===== config.mk =====
export PLATFORM = sky130hd
export DESIGN_NAME = msp_port
export DESIGN_NICKNAME = d
export VERILOG_FILES = /design/src/core/msp_sync.v /design/src/core/msp_txsr.v /design/src/core/msp_port.v
export VERILOG_INCLUDE_DIRS = /design/src /design/src/core
export SDC_FILE = /design/constraint.sdc
export NUM_CORES = 1
export LEC_CHECK = 0
export ABC_AREA = 1
export BUFFER_PORTS_ARGS = -buffer_cell sky130_fd_sc_hd__clkbuf_2
export CORE_ASPECT_RATIO = 0.75
export CORE_MARGIN = 1.5
export CORE_UTILIZATION = 45
export DETAILED_ROUTE_END_ITERATION = 16
export PLACE_DENSITY_LB_ADDON = 0.08
export REMOVE_ABC_BUFFERS = 1
export SETUP_SLACK_MARGIN = 0.02
export SYNTH_ARGS = -nofsm -noshare
export SYNTH_HDL_FRONTEND = slang
export SYNTH_SLANG_ARGS = --single-unit

===== constraint.sdc =====
create_clock -name clk_sys -period 5.4 [get_ports clk_sys]
set_input_delay 1.08 -clock clk_sys [delete_from_list [all_inputs] [get_ports clk_sys]]
set_output_delay 1.08 -clock clk_sys [all_outputs]
set_load 0.05 [all_outputs]

===== src/core/msp_map.vh =====
// Constants for the meter serial register port
`ifndef MSP_MAP_VH
`define MSP_MAP_VH
`define MSP_ID_READ       8'h58
`define MSP_ID_WRITE      8'hA8
`define MSP_FF_BYTE       8'hFF
`define MSP_FF_RESET_CNT  3'h6
`define MSP_FRAME_LAST    6'h2F
`define MSP_BIT_LAST      3'h7
`define MSP_B_ID          3'h0
`define MSP_B_ADDR        3'h1
`define MSP_B_DATA_H      3'h2
`define MSP_B_DATA_M      3'h3
`define MSP_B_DATA_L      3'h4
`define MSP_B_CSUM        3'h5
`define MSP_SCLK_MAX_KHZ  900
`define MSP_SYS_KHZ       25000
`define MSP_SYNC_FILL     2'h2
`endif


===== src/core/msp_sync.v =====
// Two-stage synchroniser bank for pin inputs
`timescale 1ns/1ps
module msp_sync #(
	parameter W = 4
) (
	// Clock and reset
	input  wire         clk_sys,
	input  wire         reset_n,
	// Asynchronous and synchronised levels
	input  wire [W-1:0] async_in,
	output reg  [W-1:0] sync_out
);
	reg [W-1:0] meta_q;

	// First stage feeds only the second stage
	always @(posedge clk_sys or negedge reset_n) begin
		if (!reset_n) begin
			meta_q   <= {W{1'b0}};
			sync_out <= {W{1'b0}};
		end else begin
			meta_q   <= async_in;
			sync_out <= meta_q;
		end
	end
endmodule


===== src/core/msp_txsr.v =====
// Outgoing shift register, most significant bit first
`timescale 1ns/1ps
module msp_txsr #(
	parameter W = 32
) (
	// Clock and reset
	input  wire         clk_sys,
	input  wire         reset_n,
	// Control
	input  wire         load,
	input  wire [W-1:0] load_val,
	input  wire         shift,
	// Next bit to present
	output wire         msb
);
	reg [W-1:0] sr_q;

	assign msb = sr_q[W-1];

	// Load wins over shift; zeros fill from the bottom
	always @(posedge clk_sys or negedge reset_n) begin
		if (!reset_n) begin
			sr_q <= {W{1'b0}};
		end else if (load) begin
			sr_q <= load_val;
		end else if (shift) begin
			sr_q <= {sr_q[W-2:0], 1'b0};
		end
	end
endmodule


===== src/core/msp_port.v =====
// Serial register port slave: mode 1, 48-clock frames with checksum
`timescale 1ns/1ps
`include "msp_map.vh"
module msp_port #(
	parameter DATA_W = 24,
	parameter ADDR_W = 8
) (
	// Clock and reset
	input  wire              clk_sys,
	input  wire              reset_n,
	// Interface select and serial pins
	input  wire              sel_pin,
	input  wire              sclk_pin,
	input  wire              chip_select_or_addr_bit_pin,
	input  wire              sdi_pin,
	output reg               sdo_o,
	output reg               sdo_oe_n,
	// Register side
	output reg  [ADDR_W-1:0] reg_addr_q,
	output reg               reg_rd_q,
	input  wire [DATA_W-1:0] reg_rd_data,
	output reg               reg_wr_q,
	output reg  [DATA_W-1:0] reg_wdata_q,
	// Status
	output reg               uart_mode_q,
	output reg               frame_busy_q,
	output reg               frame_err_q,
	output reg               soft_rst_q
);
	localparam TX_W = DATA_W + 8;

	// Synchronised pins
	wire [3:0] pins_s;
	wire       sel_s;
	wire       sclk_s;
	wire       cs_n_s;
	wire       sdi_s;

	// Edge detection and framing state
	reg        sclk_d_q;
	wire       sclk_rise;
	wire       sclk_fall;
	reg  [5:0] bit_cnt_q;
	reg  [6:0] rx_sr_q;
	wire [7:0] rx_byte;
	wire       byte_done;
	wire [2:0] byte_idx;
	reg  [7:0] id_q;
	reg  [7:0] wbyte_h_q;
	reg  [7:0] wbyte_m_q;
	reg  [7:0] wbyte_l_q;
	reg  [2:0] ff_cnt_q;
	reg        rd_wait_q;
	reg        tx_on_q;
	wire       link_off;
	wire       ff_reset;
	wire       link_clr;
	wire       frame_end;
	reg  [1:0] warm_q;
	wire       warm;

	// Outgoing shifter
	wire            tx_msb;
	wire            tx_load;
	wire [TX_W-1:0] tx_val;
	wire [7:0]      rd_csum;

	// Inverted low byte of the five-byte sum
	// Sum is kept wide so no carry is lost before the low byte is taken
	function [7:0] msp_csum;
		input [7:0] b0;
		input [7:0] b1;
		input [7:0] b2;
		input [7:0] b3;
		input [7:0] b4;
		reg   [10:0] sum;
		begin
			sum = {3'h0, b0} + {3'h0, b1} + {3'h0, b2} + {3'h0, b3}
				+ {3'h0, b4};
			msp_csum = ~sum[7:0];
		end
	endfunction

	// All pins cross into the system clock first
	// Every pin pays two cycles of latency, well inside a half serial period
	msp_sync #(
		.W (4)
	) u_sync (
		.clk_sys  (clk_sys),
		.reset_n  (reset_n),
		.async_in ({sel_pin, sclk_pin, chip_select_or_addr_bit_pin, sdi_pin}),
		.sync_out (pins_s)
	);

	assign sel_s  = pins_s[3];
	assign sclk_s = pins_s[2];
	assign cs_n_s = pins_s[1];
	assign sdi_s  = pins_s[0];

	// Pins count as settled once both sync stages have filled; before that
	// the reset level of the bank would pass for the other serial method.
	assign warm = (warm_q == `MSP_SYNC_FILL);

	// Fill counter stops at its end value and stays there until reset
	always @(posedge clk_sys or negedge reset_n) begin
		if (!reset_n) begin
			warm_q <= 2'h0;
		end else if (!warm) begin
			warm_q <= warm_q + 2'h1;
		end
	end

	// Clock idles low; edges found from the synchronised level
	assign sclk_rise = sclk_s & ~sclk_d_q;
	assign sclk_fall = ~sclk_s & sclk_d_q;

	// Deselected or in the other serial mode: link is parked; a frame cut
	// short by deselect is dropped, and the next select starts a new one
	assign link_off = ~warm | ~sel_s | cs_n_s;

	// One clear for deselect and soft reset, one decode for the last fall
	assign link_clr  = link_off | ff_reset;
	assign frame_end = sclk_fall & (bit_cnt_q == `MSP_FRAME_LAST);

	// Byte assembly on the falling edge, MSB first; sdi moves only on rises,
	// so the synchronised level at the detected fall is the sampled bit
	assign rx_byte   = {rx_sr_q, sdi_s};
	assign byte_done = sclk_fall & ~link_off & (bit_cnt_q[2:0] == `MSP_BIT_LAST);
	assign byte_idx  = bit_cnt_q[5:3];

	// Six 0xFF bytes in a row clear the serial logic, which is the host's
	// only way back into step after a torn frame in three-wire form
	assign ff_reset = byte_done & (rx_byte == `MSP_FF_BYTE)
		& (ff_cnt_q == (`MSP_FF_RESET_CNT - 3'h1));

	// Read payload: data high first, then own checksum
	// Unused upper register bits arrive as zeros from the register side
	assign rd_csum = msp_csum(`MSP_ID_READ, reg_addr_q, reg_rd_data[23:16],
		reg_rd_data[15:8], reg_rd_data[7:0]);
	assign tx_val  = {reg_rd_data, rd_csum};
	assign tx_load = rd_wait_q;

	msp_txsr #(
		.W (TX_W)
	) u_txsr (
		.clk_sys  (clk_sys),
		.reset_n  (reset_n),
		.load     (tx_load),
		.load_val (tx_val),
		.shift    (sclk_rise & tx_on_q & ~link_off),
		.msb      (tx_msb)
	);

	// Edge detector history; its reset level matches the idle low clock,
	// so no false edge follows reset
	always @(posedge clk_sys or negedge reset_n) begin
		if (!reset_n) begin
			sclk_d_q <= 1'b0;
		end else begin
			sclk_d_q <= sclk_s;
		end
	end

	// Mode indication follows the select pin
	always @(posedge clk_sys or negedge reset_n) begin
		if (!reset_n) begin
			uart_mode_q <= 1'b0;
		end else begin
			uart_mode_q <= warm & ~sel_s;
		end
	end

	// Bit counter and receive shifter; a stub frame keeps its count until
	// deselect or soft reset brings the host back into step
	always @(posedge clk_sys or negedge reset_n) begin
		if (!reset_n) begin
			bit_cnt_q <= 6'h00;
			rx_sr_q   <= 7'h00;
		end else if (link_clr) begin
			bit_cnt_q <= 6'h00;
			rx_sr_q   <= 7'h00;
		end else if (sclk_fall) begin
			rx_sr_q <= rx_byte[6:0];
			if (bit_cnt_q == `MSP_FRAME_LAST) begin
				bit_cnt_q <= 6'h00;
			end else begin
				bit_cnt_q <= bit_cnt_q + 6'h01;
			end
		end
	end

	// Frame activity for the outside world
	// Busy follows the count, so it drops two cycles after the last fall is seen
	always @(posedge clk_sys or negedge reset_n) begin
		if (!reset_n) begin
			frame_busy_q <= 1'b0;
		end else begin
			frame_busy_q <= (bit_cnt_q != 6'h00);
		end
	end

	// Consecutive 0xFF counter; any other byte restarts it
	// Data bytes of 0xFF count too, and the count runs across frame borders
	always @(posedge clk_sys or negedge reset_n) begin
		if (!reset_n) begin
			ff_cnt_q   <= 3'h0;
			soft_rst_q <= 1'b0;
		end else begin
			soft_rst_q <= ff_reset;
			if (!sel_s || ff_reset) begin
				ff_cnt_q <= 3'h0;
			end else if (byte_done) begin
				if (rx_byte == `MSP_FF_BYTE) begin
					ff_cnt_q <= ff_cnt_q + 3'h1;
				end else begin
					ff_cnt_q <= 3'h0;
				end
			end
		end
	end

	// Captured bytes of the frame in progress
	// The checksum byte is not stored; it is judged as it completes
	always @(posedge clk_sys or negedge reset_n) begin
		if (!reset_n) begin
			id_q       <= 8'h00;
			reg_addr_q <= {ADDR_W{1'b0}};
			wbyte_h_q  <= 8'h00;
			wbyte_m_q  <= 8'h00;
			wbyte_l_q  <= 8'h00;
		end else if (byte_done) begin
			case (byte_idx)
				`MSP_B_ID: begin
					id_q <= rx_byte;
				end
				`MSP_B_ADDR: begin
					reg_addr_q <= rx_byte[ADDR_W-1:0];
				end
				`MSP_B_DATA_H: begin
					wbyte_h_q <= rx_byte;
				end
				`MSP_B_DATA_M: begin
					wbyte_m_q <= rx_byte;
				end
				`MSP_B_DATA_L: begin
					wbyte_l_q <= rx_byte;
				end
				default: begin
					id_q <= id_q;
				end
			endcase
		end
	end

	// Read fetch: strobe after the address, sample data one cycle later
	// The shifter loads in the cycle after the strobe, long before the
	// first data rise, so the register side needs no wait state
	always @(posedge clk_sys or negedge reset_n) begin
		if (!reset_n) begin
			reg_rd_q  <= 1'b0;
			rd_wait_q <= 1'b0;
		end else begin
			reg_rd_q  <= byte_done && !ff_reset && (byte_idx == `MSP_B_ADDR)
				&& (id_q == `MSP_ID_READ);
			rd_wait_q <= reg_rd_q;
		end
	end

	// Write commit only when identifier and checksum both agree
	// A bad write leaves the register side untouched and only flags the frame
	always @(posedge clk_sys or negedge reset_n) begin
		if (!reset_n) begin
			reg_wr_q    <= 1'b0;
			reg_wdata_q <= {DATA_W{1'b0}};
			frame_err_q <= 1'b0;
		end else begin
			reg_wr_q    <= 1'b0;
			frame_err_q <= 1'b0;
			if (byte_done && !ff_reset && (byte_idx == `MSP_B_CSUM)) begin
				if ((id_q == `MSP_ID_WRITE) && (rx_byte == msp_csum(id_q,
					reg_addr_q, wbyte_h_q, wbyte_m_q, wbyte_l_q))) begin
					reg_wr_q    <= 1'b1;
					reg_wdata_q <= {wbyte_h_q, wbyte_m_q, wbyte_l_q};
				end else if (id_q != `MSP_ID_READ) begin
					frame_err_q <= 1'b1;
				end
			end
		end
	end

	// Transmit window: opens once data is loaded, closes with the frame
	// Only a read id ever loads the shifter, so writes leave the pin floating
	always @(posedge clk_sys or negedge reset_n) begin
		if (!reset_n) begin
			tx_on_q <= 1'b0;
		end else if (link_clr) begin
			tx_on_q <= 1'b0;
		end else if (frame_end) begin
			tx_on_q <= 1'b0;
		end else if (tx_load) begin
			tx_on_q <= 1'b1;
		end
	end

	// Output pin: bit changes only on a rising edge, so it holds while high;
	// the data half period leaves about a dozen system clocks of margin at
	// the top serial rate, which is why the fetch may take two cycles.
	always @(posedge clk_sys or negedge reset_n) begin
		if (!reset_n) begin
			sdo_o    <= 1'b0;
			sdo_oe_n <= 1'b1;
		end else if (link_clr) begin
			sdo_o    <= 1'b0;
			sdo_oe_n <= 1'b1;
		end else if (frame_end) begin
			sdo_oe_n <= 1'b1;
		end else if (sclk_rise && tx_on_q) begin
			sdo_o    <= tx_msb;
			sdo_oe_n <= 1'b0;
		end
	end
endmodule


==> results_dict.tcl, run 1 <==
set metrics [dict create \
    status "completed" \
    postRouteAntennaNets 0 \
    layout-drive-gt1-share_pct 14.3 \
    io_buffers 69 \
    hpwl_um 11900 \
    cts.htree.levels 4 \
    drc 0 \
    grt_pass1_vias 5423 \
    gr-total-overflow 0 \
    cts_buffer_depth 2 \
    clk-insertion-delay-late_ps 420 \
    place_area_sq_mm 0.00753 \
    place.gp.congestion 0.829 \
    diodes 0 \
    worstPathMaxFanout 25 \
    finalHoldViolCount 0 \
    synth_mux_area_share_pct 0 \
    dieWidth_um 147 \
    netlist.top_cell.by_area "dfrtp_1" \
    period_share_pct 83.7 \
    numCtsBuffers 17 \
    finClkSkew_ps 7.11 \
    cts_tree "done" \
    tns_ps 0 \
    area_growth_pct 15.9 \
    dieHeight_um 111 \
    final_nets 918 \
    final_cells 1046 \
    yosys_most_used_dff "dfrtp_1" \
    cts_resized 0 \
    p_per_area_mw_per_mm2 285 \
    clk_pin_slew_ps 60 \
    finish.utilization_pct 53.3 \
    critPathCaptureType "flip-flop" \
    synthDominantCellAreaShare_pct 47.2 \
    setup_viol 0 \
    cts.sink_count 133 \
    dieArea_sq_mm 0.0163 \
    ir_worst_vdd_uv 201 \
    post_cts_buffers 0 \
    r2r_slack_ps 880 \
    async_reset_ff_share_pct 100 \
    viasPerCell 5.17 \
    synth_xor_area_share_pct 2.00 \
    antenna_found_initial 0 \
    ys_seq_elements 133 \
    hold_buffers 0 \
    max_freq_mhz 221 \
    cp.required_ps 5700 \
    initial_core_util_pct 46.0 \
    vias 5409 \
    io-pin-count 70 \
    grt_pass1_wl_um 27800 \
    rsz0062_at_grt "false" \
    synth_fa_ha_area_share_pct 14.4 \
    design_area_sq_mm 0.00811 \
    cap_violations 0 \
    final_common_cell "nand2_1" \
    grtUsageTotal_pct 21.8 \
    crit_arrival_ps 4820 \
    synthCells 762 \
    rows 39 \
    grt_max_degree 85 \
    first_pass_iters 4 \
    critPathKind "reg2reg" \
    synth-edff-count 0 \
    drt-total-wl_um 16500 \
    synth_top_family_by_area "simple AND/OR/NAND/NOR gates" \
    dp.cells 1014 \
    synth_compound_area_share_pct 9.35 \
    slew_viol_final 0 \
    ys_types 40 \
    ys_seq_area_share_pct 47.6 \
    yosys_warnings 0 \
    synthSimpleGateAreaFrac_pct 20.0 \
    n_fill_cell 1433 \
    fin_hold_ws_ps 346 \
    cts_root_buffer "clkbuf_16" \
    slew_headroom_pct 43.6 \
    post-route-min-period_ps 4520 \
    netlist_top_cells_area "dfrtp_1, fa_1, nand2_1, ha_1, inv_1" \
    dr.first_iter.drc_count 327 \
    netlist_area_sq_mm 0.00700 \
    worstHoldPathType "reg2reg" \
    core_area_sq_mm 0.0152 \
    worst_pin_slew_ps 844 \
    syn_avg_cell_area_sq_um 9.18 \
    wl_per_cell_um 15.8 \
    most-common-layout-cells "nand2_1, dfrtp_1, inv_1, clkbuf_2, o21ai_0" \
    leakagePower_nw 4.20 \
    startpoint_type "flip-flop" \
]
through the flow:
stage,worst slack [ps],total power [mW]
detailed placement,924,1.19
floorplan,882,1.13
global route,616,2.41
finish,880,2.32
CTS,904,2.34
global placement,1010,1.18
Yosys cell counts (4+ instances only):
cell	number
nand2_1	175
dfrtp_1	132
inv_1	82
o21ai_0	61
nor2_1	39
a21oi_1	35
nand4_1	35
fa_1	34
nand3_1	29
ha_1	26
nor3_1	20
clkbuf_1	18
o21ai_1	11
xnor2_1	9
buf_2	8
inv_2	7
xor2_1	7
o311ai_0	4
area by class of cell:
class	instances	area [sq um]	area share [%]
timing repair buffer	76	404	4.98
inverter	91	342	4.21
clock inverter	5	75.1	0.926
tap	205	256	3.16
sequential	133	3330	41.1
multi-input combinational	509	3200	39.5
clock buffer	27	503	6.20
logic make-up after synthesis:
logic type,after synthesis
fa+ha+maj,60
simple gates,311
flops,133
buf+inv,120
xor+xnor,16
compound gates,122
sequential cells by signal (all words and copies together), names as in the netlist, 2 cells and up:
name             cells
u_txsr.sr_q         32
bit_cnt_q            6
wbyte_h_q            8
u_sync.meta_q        4
reg_wdata_q         24
id_q                 8
rx_sr_q              7
wbyte_m_q            8
reg_addr_q           8
u_sync.sync_out      4
warm_q               2
wbyte_l_q            8
ff_cnt_q             3
report_power, final:
group	leakage [nW]	switching, mW	internal, mW
combinational	2.23	0.0982	0.0624
clock	0.285	0.417	0.727
sequential	1.69	0.00524	1.01
layer usage:
| layer | part of all wire [%] | vias up | global-route usage [%] |
|---|---|---|---|
| met1 | 50 | 2646 | 32.3 |
| met2 | 44 | 124 | 32.0 |
| met3 | 5.3 | 10 | 5.51 |
| met5 | 0 | - | 0 |
| li1 | - | 2629 | - |
| met4 | 0.71 | 0 | 5.27 |
critical path, stage by stage (launching register included):
cell	delay [ps]
dfrtp_1	440
fa_1	590
fa_1	450
fa_1	500
ha_1	260
fa_1	500
xor2_1	150
nand2_1	80
nor2_1	100
nand3_1	120
nor3_4	580
nand3_4	380
nand2_1	160
nand2_1	70
path summary, 6_finish.rpt:
path                                            start                           end  cells after the start
setup / recovery            reg_addr_q[1]$_DFFE_PN0P_    reg_wdata_q[7]$_DFFE_PN0P_                     13
hold / removal             u_sync.meta_q[3]$_DFF_PN0_  u_sync.sync_out[3]$_DFF_PN0_                      0
setup reg to reg            reg_addr_q[1]$_DFFE_PN0P_    reg_wdata_q[7]$_DFFE_PN0P_                     13
hold reg to reg            u_sync.meta_q[3]$_DFF_PN0_  u_sync.sync_out[3]$_DFF_PN0_                      0
max in group asynchronous                     reset_n   reg_wdata_q[20]$_DFFE_PN0P_                      2
min in group asynchronous                     reset_n   u_txsr.sr_q[25]$_DFFE_PN0P_                      1
Power figures use the tool's default switching activity.
==> run 2, diff against run 1 <==
==> constraint.sdc (replaced) <==
create_clock -name clk_sys -period 4.08 [get_ports clk_sys]
set_input_delay 0.816 -clock clk_sys [delete_from_list [all_inputs] [get_ports clk_sys]]
set_output_delay 0.816 -clock clk_sys [all_outputs]
set_load 0.05 [all_outputs]
==> run 2 against run 1 <==
Critical path depth is 1 higher. Register-to-register slack worse by 640 ps. Worst setup slack lost 640 ps. Clock-buffer cell count down 3. Die area did not move. Via count rose by 1.8%. Largest cell class unchanged. Highest routed layer unchanged.
==> results_dict.tcl, run 2 (same netlist as run 1, synthesis figures left out) <==
set metrics [dict create \
    final_nets 931 \
    io-pin-count 70 \
    slew_headroom_pct 45.3 \
    hold_buffers 0 \
    p_per_area_mw_per_mm2 390 \
    share_comb_of_total_power_pct 6.3 \
    status "completed" \
    vias 5508 \
    initial_core_util_pct 46.0 \
    cts_buffer_depth 2 \
    most-common-layout-cells "nand2_1, dfrtp_1, inv_1, clkbuf_2, o21ai_0" \
    grt_pass1_wl_um 28000 \
    critPathCaptureType "flip-flop" \
    place_area_sq_mm 0.00759 \
    cp.required_ps 4380 \
    io_buffers 69 \
    cts.htree.levels 4 \
    slew_viol_final 0 \
    grt_pass1_vias 5385 \
    dr.first_iter.drc_count 446 \
    period_share_pct 94.2 \
    startpoint_type "flip-flop" \
    p_int_mw 2.58 \
    worstPathMaxFanout 7 \
    crit_arrival_ps 4150 \
    final_cells 1059 \
    wl_per_cell_um 16.3 \
    grt_max_degree 87 \
    dieWidth_um 147 \
    grtUsageTotal_pct 22.1 \
    gr-total-overflow 0 \
    hpwl_um 11700 \
    drc 0 \
    cap_violations 0 \
    numCtsBuffers 17 \
    rsz0062_at_grt "false" \
    worst_pin_slew_ps 821 \
    finClkSkew_ps 9.46 \
    core_area_sq_mm 0.0152 \
    finalHoldViolCount 0 \
    leakagePower_nw 4.30 \
    cts_root_buffer "clkbuf_16" \
    top_register "u_txsr.sr_q" \
    p_clk_share_pct 52.8 \
    ir_worst_vdd_uv 246 \
    cts.sink_count 133 \
    cts_tree "done" \
    first_pass_iters 5 \
    worstHoldPathType "reg2reg" \
    dieArea_sq_mm 0.0163 \
    pwr-share-seq_pct 40.8 \
    antenna_found_initial 0 \
    place_ws_ps 31.7 \
    dp.cells 1019 \
    dieHeight_um 111 \
    critPathKind "reg2reg" \
    post-route-min-period_ps 3840 \
    layout-drive-gt1-share_pct 16.4 \
    postRouteAntennaNets 0 \
    power_mw 3.28 \
    switching_share_pct 21.3 \
    clk_pin_slew_ps 60 \
    largest_reg_flops 32 \
    largest_registers "u_txsr.sr_q (32), reg_wdata_q (24)" \
    final_common_cell "nand2_1" \
    switchingPower_mw 0.699 \
    fin_ws_ps 237 \
    design_area_sq_mm 0.00840 \
    place.gp.congestion 0.820 \
    max_freq_mhz 260 \
    area_growth_pct 20.0 \
    viasPerCell 5.20 \
    rows 39 \
    diodes 0 \
    clk-insertion-delay-late_ps 420 \
    drt-total-wl_um 17300 \
    setup_viol 0 \
]
## run 2: changes by cell type in the layout (fill, tap and decap cells not counted), moves of 2 or more
| cell | delta |
|---|---|
| nand3_4 | +3 |
| bufinv_16 | +3 |
| clkbuf_1 | -4 |
| buf_4 | +5 |
| buf_12 | +2 |
## run 2: cell type report
cell class / count / area, sq um
clock inverters: 8 / 168
well taps: 205 / 256
fillers: 1390 / 6830
clock buffers: 24 / 502
flip-flops and latches: 133 / 3330
repair buffers: 86 / 533
inverters: 91 / 342
multi-input cells: 512 / 3270
## run 2: what timing repair did
item | 4_1_cts | 5_1_grt
cloned | 1 | 3
resized for setup | 1 | 9
buffers inserted | 2 | 2
pin swaps | 2 | 2
setup endpoints to repair | 6 | 25
## run 2: final timing paths
path                       slack (ps)                      endpoint                        from  cells past startpoint
setup / recovery                  240   reg_wdata_q[15]$_DFFE_PN0P_         id_q[1]$_DFFE_PN0P_                     14
hold / removal                    350  u_sync.sync_out[3]$_DFF_PN0_  u_sync.meta_q[3]$_DFF_PN0_                      0
setup reg to reg                  240   reg_wdata_q[15]$_DFFE_PN0P_         id_q[1]$_DFFE_PN0P_                     14
hold reg to reg                   350  u_sync.sync_out[3]$_DFF_PN0_  u_sync.meta_q[3]$_DFF_PN0_                      0
max in group asynchronous        2820          sdo_oe_n$_DFFE_PN1P_                     reset_n                      2
min in group asynchronous         470    u_txsr.sr_q[0]$_DFFE_PN0P_                     reset_n                      1
## run 2: power groups by stage
stage	clock network, mW	registers (mW)	logic [mW]
5_1_grt	1.82	1.34	0.243
4_1_cts	1.76	1.34	0.213
6_report	1.73	1.34	0.208
3_5_place_dp	0	1.36	0.210
2_1_floorplan	0	1.36	0.127
3_3_place_gp	0	1.36	0.206
## run 2: critical path, cell delays in order (launching register included)
cell and delay (ps):
dfrtp_1 400, fa_1 500, fa_1 530, fa_1 440, ha_2 230, fa_2 530
xor2_1 140, nand2_1 70, nor2_1 110, nand3_1 130, nor3_4 160, buf_6 180
nand3_4 160, nand2_1 110, nand2_1 50
## run 2: metrics by stage
stage	hold WS, ps	util [%]	TNS, ps
5_1_grt	358	55.1	0
6_report	348	55.1	0
4_1_cts	349	54.5	0
2_1_floorplan	331	-	-10930
3_5_place_dp	336	49.9	0
3_3_place_gp	334	49.9	0
## run 2: metal layers
| metal | vias to the layer above | global-route usage (%) | wire, um |
|---|---|---|---|
| li1 | 2668 | - | - |
| met1 | 2697 | 33.6 | 8620 |
| met2 | 131 | 31.7 | 7630 |
| met3 | 12 | 5.23 | 878 |
| met4 | 0 | 5.40 | 163 |
| met5 | - | 0 | 0 |
